## src/logic/phy_aux_led_pkg.sv

```systemverilog
package phy_aux_led_pkg;

   // Register indices; byte address is four times the index
   localparam logic [7:0] STATUS_IDX = 8'h11;
   localparam logic [7:0] AUX_IDX = 8'h12;
   localparam logic [7:0] LED_IDX = 8'h13;
   localparam logic [7:0] COMPACT_SEL_IDX = 8'h1A;

   // Field positions
   localparam int LOOP_STAT_BIT = 7;
   localparam int AUX_LOOP_BIT = 5;
   localparam int AUX_REV_BIT = 4;
   localparam int AUX_JAB_BIT = 0;
   localparam int LED_FIELD_BASE = 6;
   localparam int LED_COMPACT_BIT = 5;
   localparam int COMPACT_SEL_BIT = 0;

   // LED order inside the mode field block, lowest field first
   localparam int NUM_LEDS = 5;
   localparam int LED_DUPLEX = 0;
   localparam int LED_LINK1000 = 1;
   localparam int LED_LINK100 = 2;
   localparam int LED_LINK10 = 3;
   localparam int LED_TRAFFIC = 4;

   // Reset values
   localparam logic AUX_BIT_RESET = 1'b0;
   localparam logic [15:0] LED_RESET = 16'h0000;
   localparam logic COMPACT_SEL_RESET = 1'b0;

   // Timing
   localparam int CLK_KHZ = 20000;
   localparam int BLINK_PERIOD_MS = 750;
   localparam int BLINK_HALF_CYCLES = BLINK_PERIOD_MS * CLK_KHZ / 2;

   // AHB-Lite encodings
   localparam logic [1:0] HTRANS_NONSEQ = 2'h2;
   localparam logic [2:0] HSIZE_WORD = 3'h2;
   localparam logic HRESP_OKAY = 1'h0;

   typedef enum logic [1:0] {
      MODE_NORMAL = 2'b00,
      MODE_OFF = 2'b01,
      MODE_BLINK = 2'b10,
      MODE_ON = 2'b11
   } led_mode_e;

endpackage

```

## src/logic/phy_aux_led_control.sv

```systemverilog
// Behaviour
// Loopback bit returns transmit data on receive
// Looped data never reaches the line side
// Status bit 7 mirrors the loopback control
// Reverse bit flips transmit and receive bytes
// Jabber ignored when disabled at 10 Mb/s
// Software writes zero to reserved aux bits
// Traffic LED lights on tx, rx, idle error
// Mode field: normal, off, blink, on
// Only normal mode shows live status
// Link10 LED lights on 10 Mb/s link
// Link100 LED lights on 100 Mb/s link
// Link1000 LED lights on 1000 Mb/s link
// Duplex LED lights on full-duplex link
// All five LED fields share one encoding
// Compact mode repurposes the link10 LED
// Select bit picks link or link-and-traffic
// Link steady; traffic blinks the combined LED
// Fields reset to zero, reserved read zero
// One shared counted blink phase for all
`timescale 1ns/100ps
`default_nettype none

module phy_aux_led_control
   import phy_aux_led_pkg::*;
#(
   parameter int BLINK_HALF = BLINK_HALF_CYCLES
) (
   input wire logic hclk,
   input wire logic hresetn,
   input wire logic hsel,
   input wire logic [31:0] haddr,
   input wire logic [1:0] htrans,
   input wire logic hwrite,
   input wire logic [2:0] hsize,
   input wire logic [31:0] hwdata,
   input wire logic hready,
   output logic hreadyout,
   output logic hresp,
   output logic [31:0] hrdata,
   input wire logic [7:0] mac_txd,
   input wire logic mac_tx_en,
   input wire logic mac_tx_er,
   output logic [7:0] mac_rxd,
   output logic mac_rx_dv,
   output logic mac_rx_er,
   output logic [7:0] line_txd,
   output logic line_tx_en,
   output logic line_tx_er,
   input wire logic [7:0] line_rxd,
   input wire logic line_rx_dv,
   input wire logic line_rx_er,
   input wire logic link10,
   input wire logic link100,
   input wire logic link1000,
   input wire logic full_duplex,
   input wire logic idle_error,
   input wire logic jabber_detect,
   output logic jabber_event,
   output logic [NUM_LEDS-1:0] led_on
);

   localparam int BLINK_W = (BLINK_HALF > 1) ? $clog2(BLINK_HALF) : 1;
   localparam logic [BLINK_W-1:0] BLINK_LAST = BLINK_W'(BLINK_HALF - 1);

   typedef struct packed {
      logic loop_en;
      logic rev_en;
      logic jab_dis;
      logic [15:0] led_ctrl;
      logic compact_sel;
      logic [BLINK_W-1:0] blink_cnt;
      logic blink_phase;
      logic wr_pend;
      logic [7:0] wr_idx;
      logic [31:0] rdata;
      logic [NUM_LEDS-1:0] led;
      logic [7:0] mrxd;
      logic mrx_dv;
      logic mrx_er;
      logic [7:0] ltxd;
      logic ltx_en;
      logic ltx_er;
      logic jab_out;
   } state_s;

   state_s state_q;
   state_s state_d;
   logic [NUM_LEDS-1:0] led_status;
   logic [NUM_LEDS-1:0] led_next;
   logic link_any;
   logic traffic;
   logic addr_ok;
   logic [7:0] addr_idx;

   // Bit-order reversal within a byte, used on both data directions
   function automatic logic [7:0] flip8(input logic [7:0] x);
      logic [7:0] r;
      for (int i = 0; i < 8; i++) begin
         r[i] = x[7 - i];
      end
      return r;
   endfunction

   // Address decode; upper bits must be zero to hit a register
   assign addr_idx = haddr[9:2];
   assign addr_ok = (haddr[31:10] == 22'h000000) && (haddr[1:0] == 2'h0);

   // Live status feeding the LED decoders
   assign link_any = link10 | link100 | link1000;
   assign traffic = mac_tx_en | line_rx_dv | idle_error;

   always_comb begin
      led_status = '0;
      led_status[LED_DUPLEX] = full_duplex & link_any;
      led_status[LED_LINK1000] = link1000;
      led_status[LED_LINK100] = link100;
      led_status[LED_TRAFFIC] = traffic;
      // Compact mode takes over the link10 indicator
      if (state_q.led_ctrl[LED_COMPACT_BIT]) begin
         if (state_q.compact_sel) begin
            led_status[LED_LINK10] = link_any;
         end else begin
            // Dark half of the blink only while there is traffic
            led_status[LED_LINK10] = link_any & ~(traffic & state_q.blink_phase);
         end
      end else begin
         led_status[LED_LINK10] = link10;
      end
   end

   // One identical mode decoder per LED
   for (genvar g = 0; g < NUM_LEDS; g++) begin : g_led
      led_mode_e mode;
      assign mode = led_mode_e'(state_q.led_ctrl[LED_FIELD_BASE + 2 * g +: 2]);
      always_comb begin
         case (mode)
            MODE_NORMAL: led_next[g] = led_status[g];
            MODE_OFF: led_next[g] = 1'b0;
            MODE_BLINK: led_next[g] = state_q.blink_phase;
            MODE_ON: led_next[g] = 1'b1;
            default: led_next[g] = 1'b0;
         endcase
      end
   end

   // Next-state logic for the whole block
   always_comb begin
      state_d = state_q;
      // Shared blink time base; a single phase keeps all blinking LEDs in step
      if (state_q.blink_cnt >= BLINK_LAST) begin
         state_d.blink_cnt = '0;
         state_d.blink_phase = ~state_q.blink_phase;
      end else begin
         state_d.blink_cnt = state_q.blink_cnt + 1'b1;
      end
      // Write data phase commits here
      if (state_q.wr_pend) begin
         case (state_q.wr_idx)
            AUX_IDX: begin
               state_d.loop_en = hwdata[AUX_LOOP_BIT];
               state_d.rev_en = hwdata[AUX_REV_BIT];
               state_d.jab_dis = hwdata[AUX_JAB_BIT];
            end
            LED_IDX: state_d.led_ctrl = hwdata[15:0];
            COMPACT_SEL_IDX: state_d.compact_sel = hwdata[COMPACT_SEL_BIT];
            default: state_d.wr_pend = 1'b0;
         endcase
      end
      state_d.wr_pend = 1'b0;
      // Address phase; reads see any write committing this same cycle
      if (hsel && hready && (htrans == HTRANS_NONSEQ) && addr_ok) begin
         if (hwrite) begin
            // Sub-word writes are dropped rather than merged
            state_d.wr_pend = (hsize == HSIZE_WORD);
            state_d.wr_idx = addr_idx;
         end else begin
            state_d.rdata = 32'h00000000;
            case (addr_idx)
               STATUS_IDX: state_d.rdata[LOOP_STAT_BIT] = state_d.loop_en;
               AUX_IDX: begin
                  state_d.rdata[AUX_LOOP_BIT] = state_d.loop_en;
                  state_d.rdata[AUX_REV_BIT] = state_d.rev_en;
                  state_d.rdata[AUX_JAB_BIT] = state_d.jab_dis;
               end
               LED_IDX: state_d.rdata[15:0] = state_d.led_ctrl;
               COMPACT_SEL_IDX: state_d.rdata[COMPACT_SEL_BIT] = state_d.compact_sel;
               default: state_d.rdata = 32'h00000000;
            endcase
         end
      end else if (hsel && hready && (htrans == HTRANS_NONSEQ) && !hwrite) begin
         state_d.rdata = 32'h00000000;
      end
      // Data path; both directions take one register stage
      if (state_q.loop_en) begin
         // Straight copy, no reversal, nothing to the line
         state_d.mrxd = mac_txd;
         state_d.mrx_dv = mac_tx_en;
         state_d.mrx_er = mac_tx_er;
         state_d.ltxd = 8'h00;
         state_d.ltx_en = 1'b0;
         state_d.ltx_er = 1'b0;
      end else begin
         state_d.mrxd = state_q.rev_en ? flip8(line_rxd) : line_rxd;
         state_d.mrx_dv = line_rx_dv;
         state_d.mrx_er = line_rx_er;
         state_d.ltxd = state_q.rev_en ? flip8(mac_txd) : mac_txd;
         state_d.ltx_en = mac_tx_en;
         state_d.ltx_er = mac_tx_er;
      end
      // Jabber suppression only applies on a 10 Mb/s link
      state_d.jab_out = jabber_detect & ~(state_q.jab_dis & link10);
      state_d.led = led_next;
   end

   // State register
   always_ff @(posedge hclk or negedge hresetn) begin
      if (!hresetn) begin
         state_q.loop_en <= AUX_BIT_RESET;
         state_q.rev_en <= AUX_BIT_RESET;
         state_q.jab_dis <= AUX_BIT_RESET;
         state_q.led_ctrl <= LED_RESET;
         state_q.compact_sel <= COMPACT_SEL_RESET;
         state_q.blink_cnt <= '0;
         state_q.blink_phase <= 1'b0;
         state_q.wr_pend <= 1'b0;
         state_q.wr_idx <= 8'h00;
         state_q.rdata <= 32'h00000000;
         state_q.led <= '0;
         state_q.mrxd <= 8'h00;
         state_q.mrx_dv <= 1'b0;
         state_q.mrx_er <= 1'b0;
         state_q.ltxd <= 8'h00;
         state_q.ltx_en <= 1'b0;
         state_q.ltx_er <= 1'b0;
         state_q.jab_out <= 1'b0;
      end else begin
         state_q <= state_d;
      end
   end

   // Zero-wait slave, always OKAY
   assign hreadyout = 1'b1;
   assign hresp = HRESP_OKAY;
   assign hrdata = state_q.rdata;
   assign mac_rxd = state_q.mrxd;
   assign mac_rx_dv = state_q.mrx_dv;
   assign mac_rx_er = state_q.mrx_er;
   assign line_txd = state_q.ltxd;
   assign line_tx_en = state_q.ltx_en;
   assign line_tx_er = state_q.ltx_er;
   assign jabber_event = state_q.jab_out;
   assign led_on = state_q.led;
endmodule // phy_aux_led_control

`default_nettype wire

```

## config.mk

```make
export PLATFORM = sky130hd
export DESIGN_NAME = phy_aux_led_control
export DESIGN_NICKNAME = d
export VERILOG_FILES = /design/src/logic/phy_aux_led_pkg.sv /design/src/logic/phy_aux_led_control.sv
export SDC_FILE = /design/constraint.sdc
export NUM_CORES = 1
export LEC_CHECK = 0
export BUFFER_PORTS_ARGS = -buffer_cell sky130_fd_sc_hd__buf_2
export CAP_MARGIN = 20
export CORE_MARGIN = 8
export CORE_UTILIZATION = 51
export DETAILED_ROUTE_END_ITERATION = 7
export GPL_TIMING_DRIVEN = 0
export PLACE_DENSITY = 0.81
export SLEW_MARGIN = 0
export SYNTH_ARGS = -nofsm -noshare
export SYNTH_HDL_FRONTEND = slang
export SYNTH_SLANG_ARGS = --single-unit
```

## constraint.sdc

```tcl
create_clock -name hclk -period 2.4 [get_ports hclk]
set_input_delay 0.12 -clock hclk [delete_from_list [all_inputs] [get_ports hclk]]
set_output_delay 0.12 -clock hclk [all_outputs]
set_load 0.02 [all_outputs]
```

Yosys cells after proc, flatten, opt, wreduce, memory -nomap -nowiden
Index checks and enable logic that the tools add are counted.

storage, ports and cells
  register bits after elaboration = 111
  input port bits = 100
  output and inout port bits = 60
  logic and storage cells = 99

cells by class
  $add $sub $neg = 1
  order comparisons = 1
  equality and inequality tests = 25
  mux-type cells = 26
  bitwise gates (word level) = 12
  reduce and logical (&&, ||, !) cells = 16

operators with widths
  operator                                                                number
  32-bit two-way mux                                                      3
  8-bit by 5-bit equality test with 1-bit output (second input constant)  7
  20-bit two-way mux                                                      2
  8-bit two-way mux                                                       3
  23-bit by 1-bit adder with 23-bit output (second input constant)        1
  23-bit greater-or-equal comparator (second input constant)              1
  23-bit two-way mux                                                      1
  2-bit equality test (second input constant)                             11
  22-bit logical NOT                                                      1
  1-bit case mux with 4 select lines                                      5
  9-bit two-way mux                                                       2
  16-bit two-way mux                                                      1
  2-bit logical NOT                                                       6
  2-bit by 1-bit equality test with 1-bit output (second input constant)  5
  3-bit two-way mux                                                       2
  1-bit AND                                                               5
  1-bit logical AND                                                       5
  1-bit two-way mux                                                       4
  1-bit OR                                                                4
  2-bit case mux with 2 select lines                                      1
  2-bit AND reduction                                                     2
  3-bit by 2-bit equality test with 1-bit output (second input constant)  1
  1-bit NOT                                                               3
  1-bit case mux with 3 select lines                                      1
  other kinds (4)                                                         4

Longest topological paths before layout
  depth after elaboration = 8
  mapped depth = 6
  depth with buffers taken out = 6

Worst setup path before layout
No wires, ideal clock.

  path type = reg-to-reg
  start point = reg state_q[73] in the netlist's numbering
  end point = reg state_q[71] in the netlist's numbering
  setup time = 0.136 ns
  arrival time = 1.670 ns
  required time = 2.264 ns
  setup slack = 0.594 ns
  stages on the path, launching flop included = 7
  buffers on the path = 1
  period minus slack after synthesis = 1.806 ns
  cells stage by stage = dfrtp_1 -> nor4_2 -> nand4_1 -> o31a_1 -> a211oi_4 -> buf_6 -> nor3_1

RTL lines
  what                    line                        RTL
  from (decl)             phy_aux_led_control.sv:87   state_s state_q;
  from (signal assigned)  phy_aux_led_control.sv:238  state_q <= state_d;

==> impl_results.md <==
- I/O Pins: 160
- DR WL/cell: 15.2 um
- H-tree depth: 3
- Comb pwr share: 12.4%
- Final Cycle Share: 86.2%
- CTS tree: done
- Setup TNS: 0 ns
- Mapped Area: 0.00476 mm^2
- Crit Reg-Reg Endpoint: state_q[73]
- Worst-path clk slew: 0.09 ns
- Post-synthesis cell count: 446
- Reg power frac: 53.7%
- Setup WS post-layout: 0.331 ns
- CTS root buffer: clkbuf_8
- Clk pwr share: 33.9%
- Pleak: 3.01 nW
- Total GRT Usage: 17.0%
- # DRC: 0
- Cell Pwr Density: 529 mW/mm^2
- Ys flop type: dfrtp_1
- Antenna viol nets, final: 0
- Grt ovf: 0
- Placed wire-length estimate: 8.53 mm
- R2R cell count: 6
- CORE AREA: 0.00915 mm^2
- Initial Util: 52.1%
- Antenna violations before repair: 0
- CP required: 2.61 ns
- Maxcap violations: 0
- Most common cell after layout, fill and taps aside: buf_2
- Min-Delay Endpoint: state_q[63]
- Fin crit period: 2.07 ns
- Int Power: 2.32 mW
- Port bufs: 125
- Synth-to-layout area growth: 23.1%
- Hold Path Depth: 2
- Critical path fanouts, max: 10
- Worst hold path type: in -> reg
- Non-filler cells, final: 720
- Final Total Pwr: 3.10 mW
- Share of the synthesized area in the top cell type: 49.9%
- Worst Skew: 0.0136 ns
- FF+latch count, synth: 95
- Synth unique cells: 48
- Total wire length: 10.9 mm
- Worst Path Arrival: 2.28 ns
- Crit Path Class: reg -> reg
- Part of the Yosys area used for sequential elements: 49.9%
- Synth warn: 0
- Crit end category: register
- Placed Cells: 699
- Number of global-route vias before repair: 3,850
- Switching share of power: 25.4%
- Largest net degree at the start of global routing: 56
- RSZ-0062 raised after global routing: false
- Post-synth EDFFs: 0
- 1st-pass router iterations: 5
- Sink Count: 95
- Antenna Cells: 0
- Post-layout nets: 705
- Final slew viol count: 0
- Largest cells by area after synthesis: dfrtp_1, buf_4, mux2_2, mux2i_1, nand2_1
- Avg Vias per Cell: 5.12
- F_max: 483 MHz
- Clock latency at the later pin of the worst-skew pair: 0.35 ns
- Worst Setup Start Kind: register
- DRT iter0 DRCs: 141
- Share of layout cells above drive strength 1: 37.4%
- Global placement routability congestion: 0.823
- Global-route wire length before repair: 17.8 mm
- Final hold violation count: 0
- Site Rows: 35
- Inserted Clock Buffers: 9
- Die Height: 113 um
- Maximum VDD drop: 0.000358 V
- P_sw: 0.789 mW
- Hold wc startpoint: haddr[7]
- Pre-CTS setup slack: 0.391 ns
- Yosys top cell by area: dfrtp_1
- Outcome: completed
- Most frequent cells in the layout: buf_2, dfrtp_1, buf_4, nand2_1, nor3_1
- Final setup viols: 0
- Post-CTS sizing: 0
- CTS Buffer Depth: 2
- Die W: 113 um
- Die area: 0.0127 mm^2
- FFs w/ async S/R, synth: 100%
- Buffer count from post-CTS setup fixing: 0
- Slew @ Worst Pin: 0.565 ns
- R2R setup slack: 0.33 ns
- Syn Area/Cell: 10.7 um^2
- Worst reg2reg path startpoint: state_q[68]
- Slew HR: 62.4%
- Via Count: 3,684
-- critical path, stage by stage (launching register included) --
cell and delay [ns]:
dfrtp_1 0.41, ha_1 0.22, nand3_1 0.24, o31a_1 0.42
a211oi_4 0.39, buf_6 0.20, nor3_1 0.06
-- repair_timing --
item / CTS / global route
setup endpoints to repair: 0 / 0
hold buffers: 5 / 0
endpoints found under the hold margin: 44 / 0
-- cell usage after synthesis, types with 3 or more instances --
| cell type | count |
|---|---|
| nor3_1 | 29 |
| a31oi_1 | 4 |
| nor2b_1 | 6 |
| nand3_1 | 8 |
| o21ai_0 | 14 |
| nand2b_1 | 17 |
| mux2_2 | 21 |
| xnor2_1 | 13 |
| nor4_1 | 9 |
| buf_4 | 56 |
| mux2i_1 | 18 |
| nor2_1 | 20 |
| clkbuf_1 | 10 |
| nand2_1 | 44 |
| nor3b_1 | 3 |
| a211o_1 | 3 |
| mux2_1 | 8 |
| inv_1 | 9 |
| and4_1 | 4 |
| nand4_1 | 9 |
| xor2_1 | 8 |
| dfrtp_1 | 95 |
-- worst max path at each step --
stage	start	end	slack [ns]	cells past startpoint
after floorplan	state_q[73]	state_q[71]	0.59	6
after global placement	hresetn	state_q[63]	0.34	1
after detailed placement	state_q[73]	state_q[75]	0.39	6
after CTS	state_q[73]	state_q[75]	0.36	6
after global routing	state_q[68]	state_q[73]	0.22	6
final	state_q[68]	state_q[73]	0.33	6
-- through the flow --
stage | hold WS, ns | area (um^2) | utilization (%)
2_1_floorplan | -0.176 | 4820 | -
3_3_place_gp | 0.332 | 5590 | 61.1
3_5_place_dp | 0.141 | 5620 | 61.4
4_1_cts | 0.000566 | 5870 | 64.1
5_1_grt | 0.00126 | 5870 | 64.1
6_report | 0.0107 | 5870 | 64.1
-- layer usage --
layer	wire, um	track usage (%)	part of all wire (%)
met5	0	0	0
met3	745	4.83	6.8
met1	4680	20.7	43
met4	192	5.85	1.8
met2	5320	28.3	49
-- flip-flops by register name, indices dropped and copies added, names as in the netlist --
name          count
state_q          43
line_txd          8
hrdata           16
mac_rxd           8
mac_rx_er         1
line_tx_en        1
g_led.mode       10
led_on            5
mac_rx_dv         1
line_tx_er        1
jabber_event      1
-- power groups by stage --
stage	registers, mW	logic [mW]	clock network (mW)
finish	1.67	0.384	1.05
global route	1.67	0.418	1.13
CTS	1.67	0.385	1.07
detailed placement	1.70	0.378	0
global placement	1.70	0.365	0
floorplan	1.70	0.202	0
-- cells by family (layout without fill, tap and decap cells) --
| family | after synthesis | count (layout) | share of synthesized area [%] |
|---|---|---|---|
| other | 2 | 18 | 0.158 |
| muxes | 47 | 47 | 10.6 |
| AOI/OAI and AO/OA | 33 | 33 | 4.86 |
| xor gates and xnor gates | 21 | 21 | 3.86 |
| adders and majority gates | 1 | 1 | 0.263 |
| buffers and inverters | 79 | 226 | 11.0 |
| and+or+nand+nor | 168 | 168 | 19.3 |
| DFF | 95 | 95 | 49.9 |
-- layout make-up --
| class | instances | area, um^2 |
|---|---|---|
| clock inverter | 6 | 70.1 |
| timing repair buffer | 131 | 706 |
| sequential | 95 | 2380 |
| buffer | 70 | 490 |
| inverter | 9 | 33.8 |
| tap | 111 | 139 |
| clock buffer | 10 | 128 |
| multi-input combinational | 288 | 1920 |
| fill | 741 | 3290 |
Power figures use the tool's default switching activity.
